[src/include/core_regs_consts.svh]
// Addresses, field positions and reset values of the core registers
`ifndef CORE_REGS_CONSTS_SVH
`define CORE_REGS_CONSTS_SVH
`define ADDR_POWER_CONTROL 8'h87
`define ADDR_MEMORY_CONFIG 8'hAF
`define ADDR_STACK_POINTER_HIGH 8'hB7
`define ADDR_CPU_STATUS_WORD 8'hD0
`define ADDR_STACK_POINTER 8'h81
`define ADDR_DATA_POINTER_LOW 8'h82
`define ADDR_DATA_POINTER_HIGH 8'h83
`define ADDR_DATA_POINTER_PAGE 8'h84
`define RESET_BYTE 8'h00
`define RESET_STACK_POINTER 8'h07
`define RESET_SP_HIGH 3'h0
`define BIT_BAUD_DOUBLER 3'h7
`define BIT_SERIAL_WAKE 3'h6
`define BIT_IRQ0_WAKE 3'h5
`define BIT_LATCH_OFF 3'h4
`define BIT_POWERDOWN 3'h1
`define BIT_EXT_STACK 3'h7
`define BIT_XDATA_MAP 3'h0
`define POWER_CONTROL_STORED_MASK 8'hFC
`define CFG_STORED_MASK 8'h81
`define XDATA_MAP_TOP 24'h0007FF
`define STACK_XDATA_BASE 11'h100
`define DATA_POINTER_ONE 24'h000001
`define SP_ONE 11'h001
`define ZERO_BYTE 8'h00
`endif

[src/include/core_regs_pkg.sv]
// Types for the core pointer and status register block
package core_regs_pkg;
  typedef struct packed {
    logic [7:0] dp_page;
    logic [7:0] dp_high;
    logic [7:0] dp_low;
    logic [7:0] sp_low;
    logic [2:0] sp_high;
    logic [7:0] status_word;
    logic [7:0] power_ctl;
    logic [7:0] mem_cfg;
    logic powerdown;
    logic irq0_sync1;
    logic irq0_sync2;
    logic irq0_sync3;
    logic irq0_level;
  } regs_state_t;
  typedef struct packed {
    logic [2:0] sync;
    logic level;
  } wake_state_t;
endpackage

[src/core/wake_sync.sv]
// Three-stage input synchroniser with agreement filter
`include "core_regs_consts.svh"
module wake_sync (
  input wire logic i_clock,
  input wire logic i_resetn,
  input wire logic i_pin,
  output logic o_level
);
  core_regs_pkg::wake_state_t state;
  core_regs_pkg::wake_state_t next_state;

  always_comb begin
    next_state = state;
    next_state.sync = {state.sync[1:0], i_pin};
    // Change counts once stages two and three agree
    if (state.sync[1] == state.sync[2]) begin
      next_state.level = state.sync[2];
    end
  end

  always_ff @(posedge i_clock or negedge i_resetn) begin
    if (!i_resetn) begin
      state <= '{sync: 3'h7, level: 1'b1};
    end else begin
      state <= next_state;
    end
  end

  assign o_level = state.level;
endmodule

[src/core/core_pointer_status_regs.sv]
// Data pointer, stack pointer, status word and power/memory config
`include "core_regs_consts.svh"
module core_pointer_status_regs (
  input wire logic i_clock,
  input wire logic i_resetn,
  input wire logic i_sfr_write,
  input wire logic [7:0] i_sfr_addr,
  input wire logic [7:0] i_sfr_wdata,
  output logic [7:0] o_sfr_rdata,
  output logic o_sfr_hit,
  input wire logic i_bit_write,
  input wire logic [2:0] i_bit_index,
  input wire logic i_bit_value,
  input wire logic i_data_pointer_inc,
  input wire logic i_data_pointer_load16,
  input wire logic [15:0] i_data_pointer_wdata,
  input wire logic i_stack_push,
  input wire logic i_stack_pop,
  input wire logic i_flags_write,
  input wire logic [7:0] i_flags_mask,
  input wire logic [7:0] i_flags_value,
  input wire logic i_serial_irq,
  input wire logic i_ext_irq0_pin,
  input wire logic i_ext_irq0_edge_select,
  output logic [23:0] o_data_pointer,
  output logic [10:0] o_stack_pointer,
  output logic [10:0] o_stack_write_addr,
  output logic o_stack_in_xdata,
  output logic [7:0] o_cpu_status_word,
  output logic [1:0] o_bank_select,
  output logic o_baud_doubler,
  output logic o_latch_strobe_off,
  output logic o_powerdown,
  output logic o_wake,
  output logic o_gen_flag_one,
  output logic o_gen_flag_zero,
  output logic o_onchip_xdata_map_enable,
  output logic o_ext_stack_enable,
  output logic o_data_pointer_to_onchip,
  output logic o_xdata_space_24bit
);
  core_regs_pkg::regs_state_t state;
  core_regs_pkg::regs_state_t next_state;
  logic irq0_level;
  logic ext_stack;
  logic [10:0] sp_full;
  logic [10:0] sp_inc;
  logic [10:0] sp_dec;
  logic [23:0] data_pointer_inc;
  logic irq0_wake;
  logic serial_wake;
  logic [7:0] read_mux;
  logic hit;

  wake_sync u_irq0_sync (
    .i_clock(i_clock),
    .i_resetn(i_resetn),
    .i_pin(i_ext_irq0_pin),
    .o_level(irq0_level)
  );

  assign ext_stack = state.mem_cfg[`BIT_EXT_STACK];
  assign sp_full = ext_stack ? {state.sp_high, state.sp_low}
                             : {`RESET_SP_HIGH, state.sp_low};
  assign sp_inc = ext_stack ? sp_full + `SP_ONE
                            : {`RESET_SP_HIGH, state.sp_low + 8'h01};
  assign sp_dec = ext_stack ? sp_full - `SP_ONE
                            : {`RESET_SP_HIGH, state.sp_low - 8'h01};
  assign data_pointer_inc = {state.dp_page, state.dp_high, state.dp_low}
                    + `DATA_POINTER_ONE;

  assign irq0_wake = state.power_ctl[`BIT_IRQ0_WAKE] &&
    (i_ext_irq0_edge_select ? (state.irq0_level && !irq0_level)
                            : !irq0_level);
  assign serial_wake = state.power_ctl[`BIT_SERIAL_WAKE] && i_serial_irq;

  always_comb begin
    hit = 1'b1;
    read_mux = `ZERO_BYTE;
    unique case (i_sfr_addr)
      `ADDR_DATA_POINTER_LOW: read_mux = state.dp_low;
      `ADDR_DATA_POINTER_HIGH: read_mux = state.dp_high;
      `ADDR_DATA_POINTER_PAGE: read_mux = state.dp_page;
      `ADDR_STACK_POINTER: read_mux = state.sp_low;
      `ADDR_STACK_POINTER_HIGH: begin
        read_mux = ext_stack ? {5'h00, state.sp_high} : `ZERO_BYTE;
        hit = ext_stack;
      end
      `ADDR_CPU_STATUS_WORD: read_mux = state.status_word;
      `ADDR_POWER_CONTROL: read_mux = state.power_ctl;
      `ADDR_MEMORY_CONFIG: read_mux = state.mem_cfg;
      default: hit = 1'b0;
    endcase
  end

  always_comb begin
    next_state = state;
    next_state.irq0_level = irq0_level;
    next_state.irq0_sync1 = 1'b0;
    next_state.irq0_sync2 = 1'b0;
    next_state.irq0_sync3 = 1'b0;
    if (i_flags_write) begin
      next_state.status_word = (state.status_word & ~i_flags_mask) |
                               (i_flags_value & i_flags_mask);
    end
    if (i_stack_push) begin
      next_state.sp_low = sp_inc[7:0];
      if (ext_stack) begin
        next_state.sp_high = sp_inc[10:8];
      end
    end else if (i_stack_pop) begin
      next_state.sp_low = sp_dec[7:0];
      if (ext_stack) begin
        next_state.sp_high = sp_dec[10:8];
      end
    end
    if (i_data_pointer_load16) begin
      next_state.dp_high = i_data_pointer_wdata[15:8];
      next_state.dp_low = i_data_pointer_wdata[7:0];
    end else if (i_data_pointer_inc) begin
      next_state.dp_page = data_pointer_inc[23:16];
      next_state.dp_high = data_pointer_inc[15:8];
      next_state.dp_low = data_pointer_inc[7:0];
    end
    if (i_bit_write && i_sfr_addr == `ADDR_CPU_STATUS_WORD) begin
      next_state.status_word[i_bit_index] = i_bit_value;
    end
    if (i_sfr_write) begin
      unique case (i_sfr_addr)
        `ADDR_DATA_POINTER_LOW: next_state.dp_low = i_sfr_wdata;
        `ADDR_DATA_POINTER_HIGH: next_state.dp_high = i_sfr_wdata;
        `ADDR_DATA_POINTER_PAGE: next_state.dp_page = i_sfr_wdata;
        `ADDR_STACK_POINTER: next_state.sp_low = i_sfr_wdata;
        `ADDR_STACK_POINTER_HIGH: begin
          if (ext_stack) begin
            next_state.sp_high = i_sfr_wdata[2:0];
          end
        end
        `ADDR_CPU_STATUS_WORD: next_state.status_word = i_sfr_wdata;
        `ADDR_POWER_CONTROL: begin
          next_state.power_ctl = i_sfr_wdata & `POWER_CONTROL_STORED_MASK;
          if (i_sfr_wdata[`BIT_POWERDOWN]) begin
            next_state.powerdown = 1'b1;
          end
        end
        `ADDR_MEMORY_CONFIG:
          next_state.mem_cfg = i_sfr_wdata & `CFG_STORED_MASK;
        default: next_state.mem_cfg = next_state.mem_cfg;
      endcase
    end
    // Wake ends power-down unless the same cycle writes the power-down bit
    if (state.powerdown && (irq0_wake || serial_wake) &&
        !(i_sfr_write && i_sfr_addr == `ADDR_POWER_CONTROL &&
          i_sfr_wdata[`BIT_POWERDOWN])) begin
      next_state.powerdown = 1'b0;
    end
  end

  always_ff @(posedge i_clock or negedge i_resetn) begin
    if (!i_resetn) begin
      state <= '{dp_page: `RESET_BYTE, dp_high: `RESET_BYTE,
                 dp_low: `RESET_BYTE,
                 sp_low: `RESET_STACK_POINTER, sp_high: `RESET_SP_HIGH,
                 status_word: `RESET_BYTE, power_ctl: `RESET_BYTE,
                 mem_cfg: `RESET_BYTE, powerdown: 1'b0,
                 irq0_sync1: 1'b0, irq0_sync2: 1'b0, irq0_sync3: 1'b0,
                 irq0_level: 1'b1};
    end else begin
      state <= next_state;
    end
  end

  assign o_sfr_rdata = read_mux;
  assign o_sfr_hit = hit;
  assign o_data_pointer = {state.dp_page, state.dp_high, state.dp_low};
  assign o_stack_pointer = sp_full;
  assign o_stack_write_addr = sp_inc;
  assign o_stack_in_xdata = ext_stack && (sp_full >= `STACK_XDATA_BASE);
  assign o_cpu_status_word = state.status_word;
  assign o_bank_select = state.status_word[4:3];
  assign o_baud_doubler = state.power_ctl[`BIT_BAUD_DOUBLER];
  assign o_latch_strobe_off = state.power_ctl[`BIT_LATCH_OFF];
  assign o_powerdown = state.powerdown;
  assign o_wake = state.powerdown && (irq0_wake || serial_wake);
  assign o_gen_flag_one = state.power_ctl[3];
  assign o_gen_flag_zero = state.power_ctl[2];
  assign o_onchip_xdata_map_enable = state.mem_cfg[`BIT_XDATA_MAP];
  assign o_ext_stack_enable = ext_stack;
  assign o_data_pointer_to_onchip = state.mem_cfg[`BIT_XDATA_MAP] &&
    ({state.dp_page, state.dp_high, state.dp_low} <= `XDATA_MAP_TOP);
  assign o_xdata_space_24bit = !state.mem_cfg[`BIT_XDATA_MAP];
endmodule

[config.mk]
export PLATFORM = sky130hd
export DESIGN_NAME = core_pointer_status_regs
export DESIGN_NICKNAME = d
export VERILOG_FILES = /design/src/include/core_regs_pkg.sv /design/src/core/wake_sync.sv /design/src/core/core_pointer_status_regs.sv
export VERILOG_INCLUDE_DIRS = /design/src /design/src/include
export SDC_FILE = /design/constraint.sdc
export NUM_CORES = 1
export LEC_CHECK = 0
export BUFFER_PORTS_ARGS = -buffer_cell sky130_fd_sc_hd__buf_2
export CORE_UTILIZATION = 25
export CTS_CLUSTER_DIAMETER = 150
export CTS_CLUSTER_SIZE = 16
export DETAILED_ROUTE_END_ITERATION = 8
export PLACE_DENSITY = 0.5
export SLEW_MARGIN = 20
export SYNTH_ARGS = -nofsm -noshare
export SYNTH_HDL_FRONTEND = slang
export SYNTH_HIERARCHICAL = 1
export SYNTH_SLANG_ARGS = --single-unit
[constraint.sdc]
create_clock -name i_clock -period 3.6 [get_ports i_clock]
set_clock_uncertainty 0.15 [all_clocks]
set_input_delay 0.18 -clock i_clock [delete_from_list [all_inputs] [get_ports i_clock]]
set_output_delay 0.18 -clock i_clock [all_outputs]
set_load 0.03 [all_outputs]
==> out/qor.log <==
INFO  worst_setup_path end_kind=output port
INFO  synthesis      synth.area.mux_share=0.0895
INFO  timing         final_max_slew_viol_count=0
INFO  timing         final-setup-viol-count=0
INFO  clock_tree     ctsLongestPathBuffers=2
INFO  route          route.vias.total=4,158
INFO  timing         finalSetupTns=0ps
INFO  synthesis      yosysUniqueCellTypes=62
INFO  route          post_drt_via_cell_ratio=5.02
INFO  clock_tree     cts_root_buf=sky130_fd_sc_hd__clkbuf_16
INFO  synthesis      ys_warn_count=6
INFO  route          detail_route.drc_violations=0
INFO  worst_setup_path worst_ep_arrival=2330ps
INFO  outcome        outcome=complete, no violations
INFO  worst_setup_path crit_family=simple AND/OR/NAND/NOR gates
INFO  power_and_ir_drop max-vdd-ir-drop=0.253mV
INFO  worst_setup_path critPathMaxFanout=8
INFO  synthesis      synth-async-reset-ratio=1.00
INFO  synthesis      post_synthesis_cells=511
INFO  global_routing global_route.usage.total=0.174
INFO  worst_setup_path r2r_endpoint=state[29]$_DFF_PN0_
INFO  synthesis      synth_ff_type=sky130_fd_sc_hd__dfrtp_1
INFO  worst_setup_path crit_path_end=o_stack_write_addr[10]
INFO  clock_tree     cts_tree=yes
INFO  global_routing grt_max_degree=46
INFO  layout         layout_commonest_cell=sky130_fd_sc_hd__buf_2
INFO  layout         area.growth.synth_to_final=21.2%
INFO  clock_tree     cts.reportedPaths.clkPinSlew=50ps
INFO  layout         multi_input_comb_area=0.00249mm2
INFO  power_and_ir_drop p_total=2.79mW
INFO  worst_setup_path slowest_stage=sky130_fd_sc_hd__dfstp_2
INFO  worst_hold_path hold-path-cell-count=3
INFO  layout         final_nets=666
INFO  worst_setup_path setup.worst_path.class=reg2out
INFO  floorplanning  die-height=135um
INFO  layout         share_of_layout_cells_above_drive_strength_1=0.305
INFO  layout         seqCellArea=0.00144mm2
INFO  worst_hold_path worst_hold_path_type=in2reg
INFO  global_routing final_global_route_overflow_total=0
INFO  place          placedCellCount=802
INFO  global_routing via_count_of_the_first_global_routing_pass=3,990
INFO  layout         antenna_cells=0
INFO  synthesis      fraction_of_the_mapped_netlist_area_in_adder_cells=0.0110
INFO  layout         layout.core_utilization=0.309
INFO  timing         post-route-period-util=0.739
INFO  synthesis      post_synth_and_or_nand_nor_area_fraction=0.242
INFO  timing         slew_headroom=0.469
INFO  worst_setup_path cp_cell_sequence=ha_1 > nand4_1 > nor2_1 > nand3_1 > xnor2_1 > and2_1 > buf_2
INFO  synthesis      synth_top_family_by_area=simple AND/OR/NAND/NOR gates
INFO  clock_tree     clock-sinks=57
INFO  floorplanning  die_width=135um
INFO  clock_tree     clk-insertion-delay-late=340ps
INFO  worst_setup_path worst-path-stages=7
INFO  layout         final.fill_count=1,883
INFO  synthesis      yosys.area_share.xor_xnor=0.0813
INFO  worst_setup_path critical_path_buf_inv_count=1
INFO  worst_setup_path critPathMaxStageDelay=620ps
INFO  timing         finalCriticalPeriod=2660ps
INFO  timing         max_freq=376MHz
INFO  place          buffer_ports.inserted=139
INFO  route          detailed_routing_iterations_pass_1=5
INFO  clock_tree     cts_inserted_buffers=9
INFO  worst_setup_path cp.required=3270ps
INFO  worst_setup_path worst-r2r-setup-slack=1360ps
INFO  timing         hold_viol_final=0
INFO  route          wl=15.7mm
INFO  route          ant_nets=0
INFO  run            drv_cap=0
INFO  timing         timing_worst_slew_pin_value=792ps
INFO  place          post-dp-hpwl=11.7mm
INFO  synthesis      synthesis.area=0.00442mm2
INFO  worst_setup_path worstReg2RegStart=state[32]$_DFF_PN1_
INFO  floorplanning  die_area=0.0182mm2
INFO  floorplanning  initial_core_util=0.255
INFO  floorplanning  core-area=0.0173mm2
INFO  power_and_ir_drop leakagePower=2.41nW
INFO  synthesis      synth_enable_flop_cells=0
INFO  worst_setup_path worstSetupStartpoint=state[32]$_DFF_PN1_
INFO  global_routing grt_antenna_before_repair=0
INFO  clock_tree     cts_resizes=0
INFO  synthesis      seq_area_frac_synth=0.325
INFO  synthesis      synth.net_count=578
INFO  synthesis      synth-seq-cells=57
INFO  synthesis      syn-mean-instance-area=8.64um2
INFO  power_and_ir_drop pwr_density_cell=522mW/mm2
INFO  floorplanning  io_pins=140
INFO  floorplanning  row_count=48
INFO  clock_tree     h-tree-depth=3
INFO  worst_setup_path critical_path.startpoint_type=flip-flop
INFO  route          drt_iter0_drc=314
INFO  global_routing global_route_wire_length_before_repair=23.6mm
INFO  synthesis      synth_compound_area_frac=0.141
INFO  worst_setup_path reg2regPathDepth=6
INFO  layout         final-instance-count-excl-fill=829
INFO  timing         rsz0062_at_grt=no
INFO  layout         highest_count_cells_in_the_layout_ignoring_fill_and_taps=138 x sky130_fd_sc_hd__buf_2, 61 x sky130_fd_sc_hd__nand2_1, 49 x sky130_fd_sc_hd__dfrtp_1
INFO  place          finalWeightedCongestion=0.887
INFO  route          post_drt_wl_per_cell=18.9um
INFO  timing         hold_ws=9.63ps
[final cells by class]
class	count	share of cell area
multi-input combinational	371	0.466
clock inverter	3	0.00748
sequential	57	0.268
timing repair buffer	151	0.152
clock buffer	13	0.0468
inverter	9	0.00631
tap	225	0.0526
[logic make-up (layout without fill, tap and decap cells)]
logic type,count (synthesis),count (layout)
simple gates,195,195
compound gates,94,94
buf+inv,83,176
flops,57,57
xor+xnor,41,41
mux,37,37
fa+ha+maj,4,4
[worst min path at each step]
stage	startpoint	to
global placement	i_ext_irq0_pin	u_irq0_sync/next_state[2]$_DFF_PN1_
detailed placement	i_ext_irq0_pin	u_irq0_sync/next_state[2]$_DFF_PN1_
floorplan	i_resetn	o_baud_doubler$_DFFE_PN0N_
CTS	i_data_pointer_wdata[3]	o_data_pointer[3]$_DFF_PN0_
finish	i_data_pointer_wdata[3]	o_data_pointer[3]$_DFF_PN0_
global route	i_sfr_wdata[5]	state[37]$_DFF_PN0_
[flip-flops by register name, summed over array words and instances (netlist names), 2 cells and up]
register	cells
o_data_pointer	24
u_irq0_sync/next_state	2
state	14
o_cpu_status_word	8
[stage by stage]
stage                     setup slack (ps)  area [um2]
after detailed placement              1270        4950
after global routing                   760        5350
after floorplan                       1270        4420
after CTS                              931        5350
after global placement                1340        4950
final                                  939        5350
[what timing repair did]
item | 4_1_cts | 5_1_grt
hold buffers | 11 | 0
endpoints found under the hold margin | 46 | 0
buffers inserted | 0 | 0
[tightest hold or removal path: stages]
cell,delay (ps)
sky130_fd_sc_hd__buf_2,90
sky130_fd_sc_hd__a21oi_1,50
sky130_fd_sc_hd__o21ai_0,130
[synth_stat cells, drive strengths merged, types with 2 or more instances]
cell type,number,area [um2]
nand2b,3,18.8
nor4,13,103
and3,11,68.8
clkbuf,20,75.1
o21ai,31,155
dfrtp,49,1230
nor2b,6,37.5
nor3,7,35.0
nor4b,3,32.5
o31ai,3,22.5
a211oi,2,15.0
nand3,21,105
nor2,27,101
a222oi,6,60.1
nand4,13,103
inv,9,33.8
ha,3,37.5
xnor2,18,158
xor2,23,201
buf,54,378
a22o,9,78.8
a311oi,2,17.5
a21boi,2,15.0
nand2,61,229
a32oi,4,35.0
and2,14,87.6
a21oi,21,105
mux2,20,225
nor3b,2,25.0
mux2i,17,170
nand3b,3,22.5
dfstp,8,210
and4,5,43.8
[power by group]
part	total (mW)	switching [mW]	internal, mW	leakage (nW)
Clock	0.850	0.298	0.552	0.144
Sequential	0.986	0.233	0.754	0.705
Combinational	0.956	0.626	0.329	1.56
Total	2.79	1.16	1.63	2.41
[layer usage]
metal | vias up | wire length, um | global-route usage
li1 | 1969 | - | -
met1 | 2004 | 6980 | 0.232
met2 | 164 | 7500 | 0.284
met3 | 21 | 961 | 0.0390
met4 | 0 | 219 | 0.0468
met5 | - | 0 | 0
Note: power is estimated with default switching activity, not from simulation.
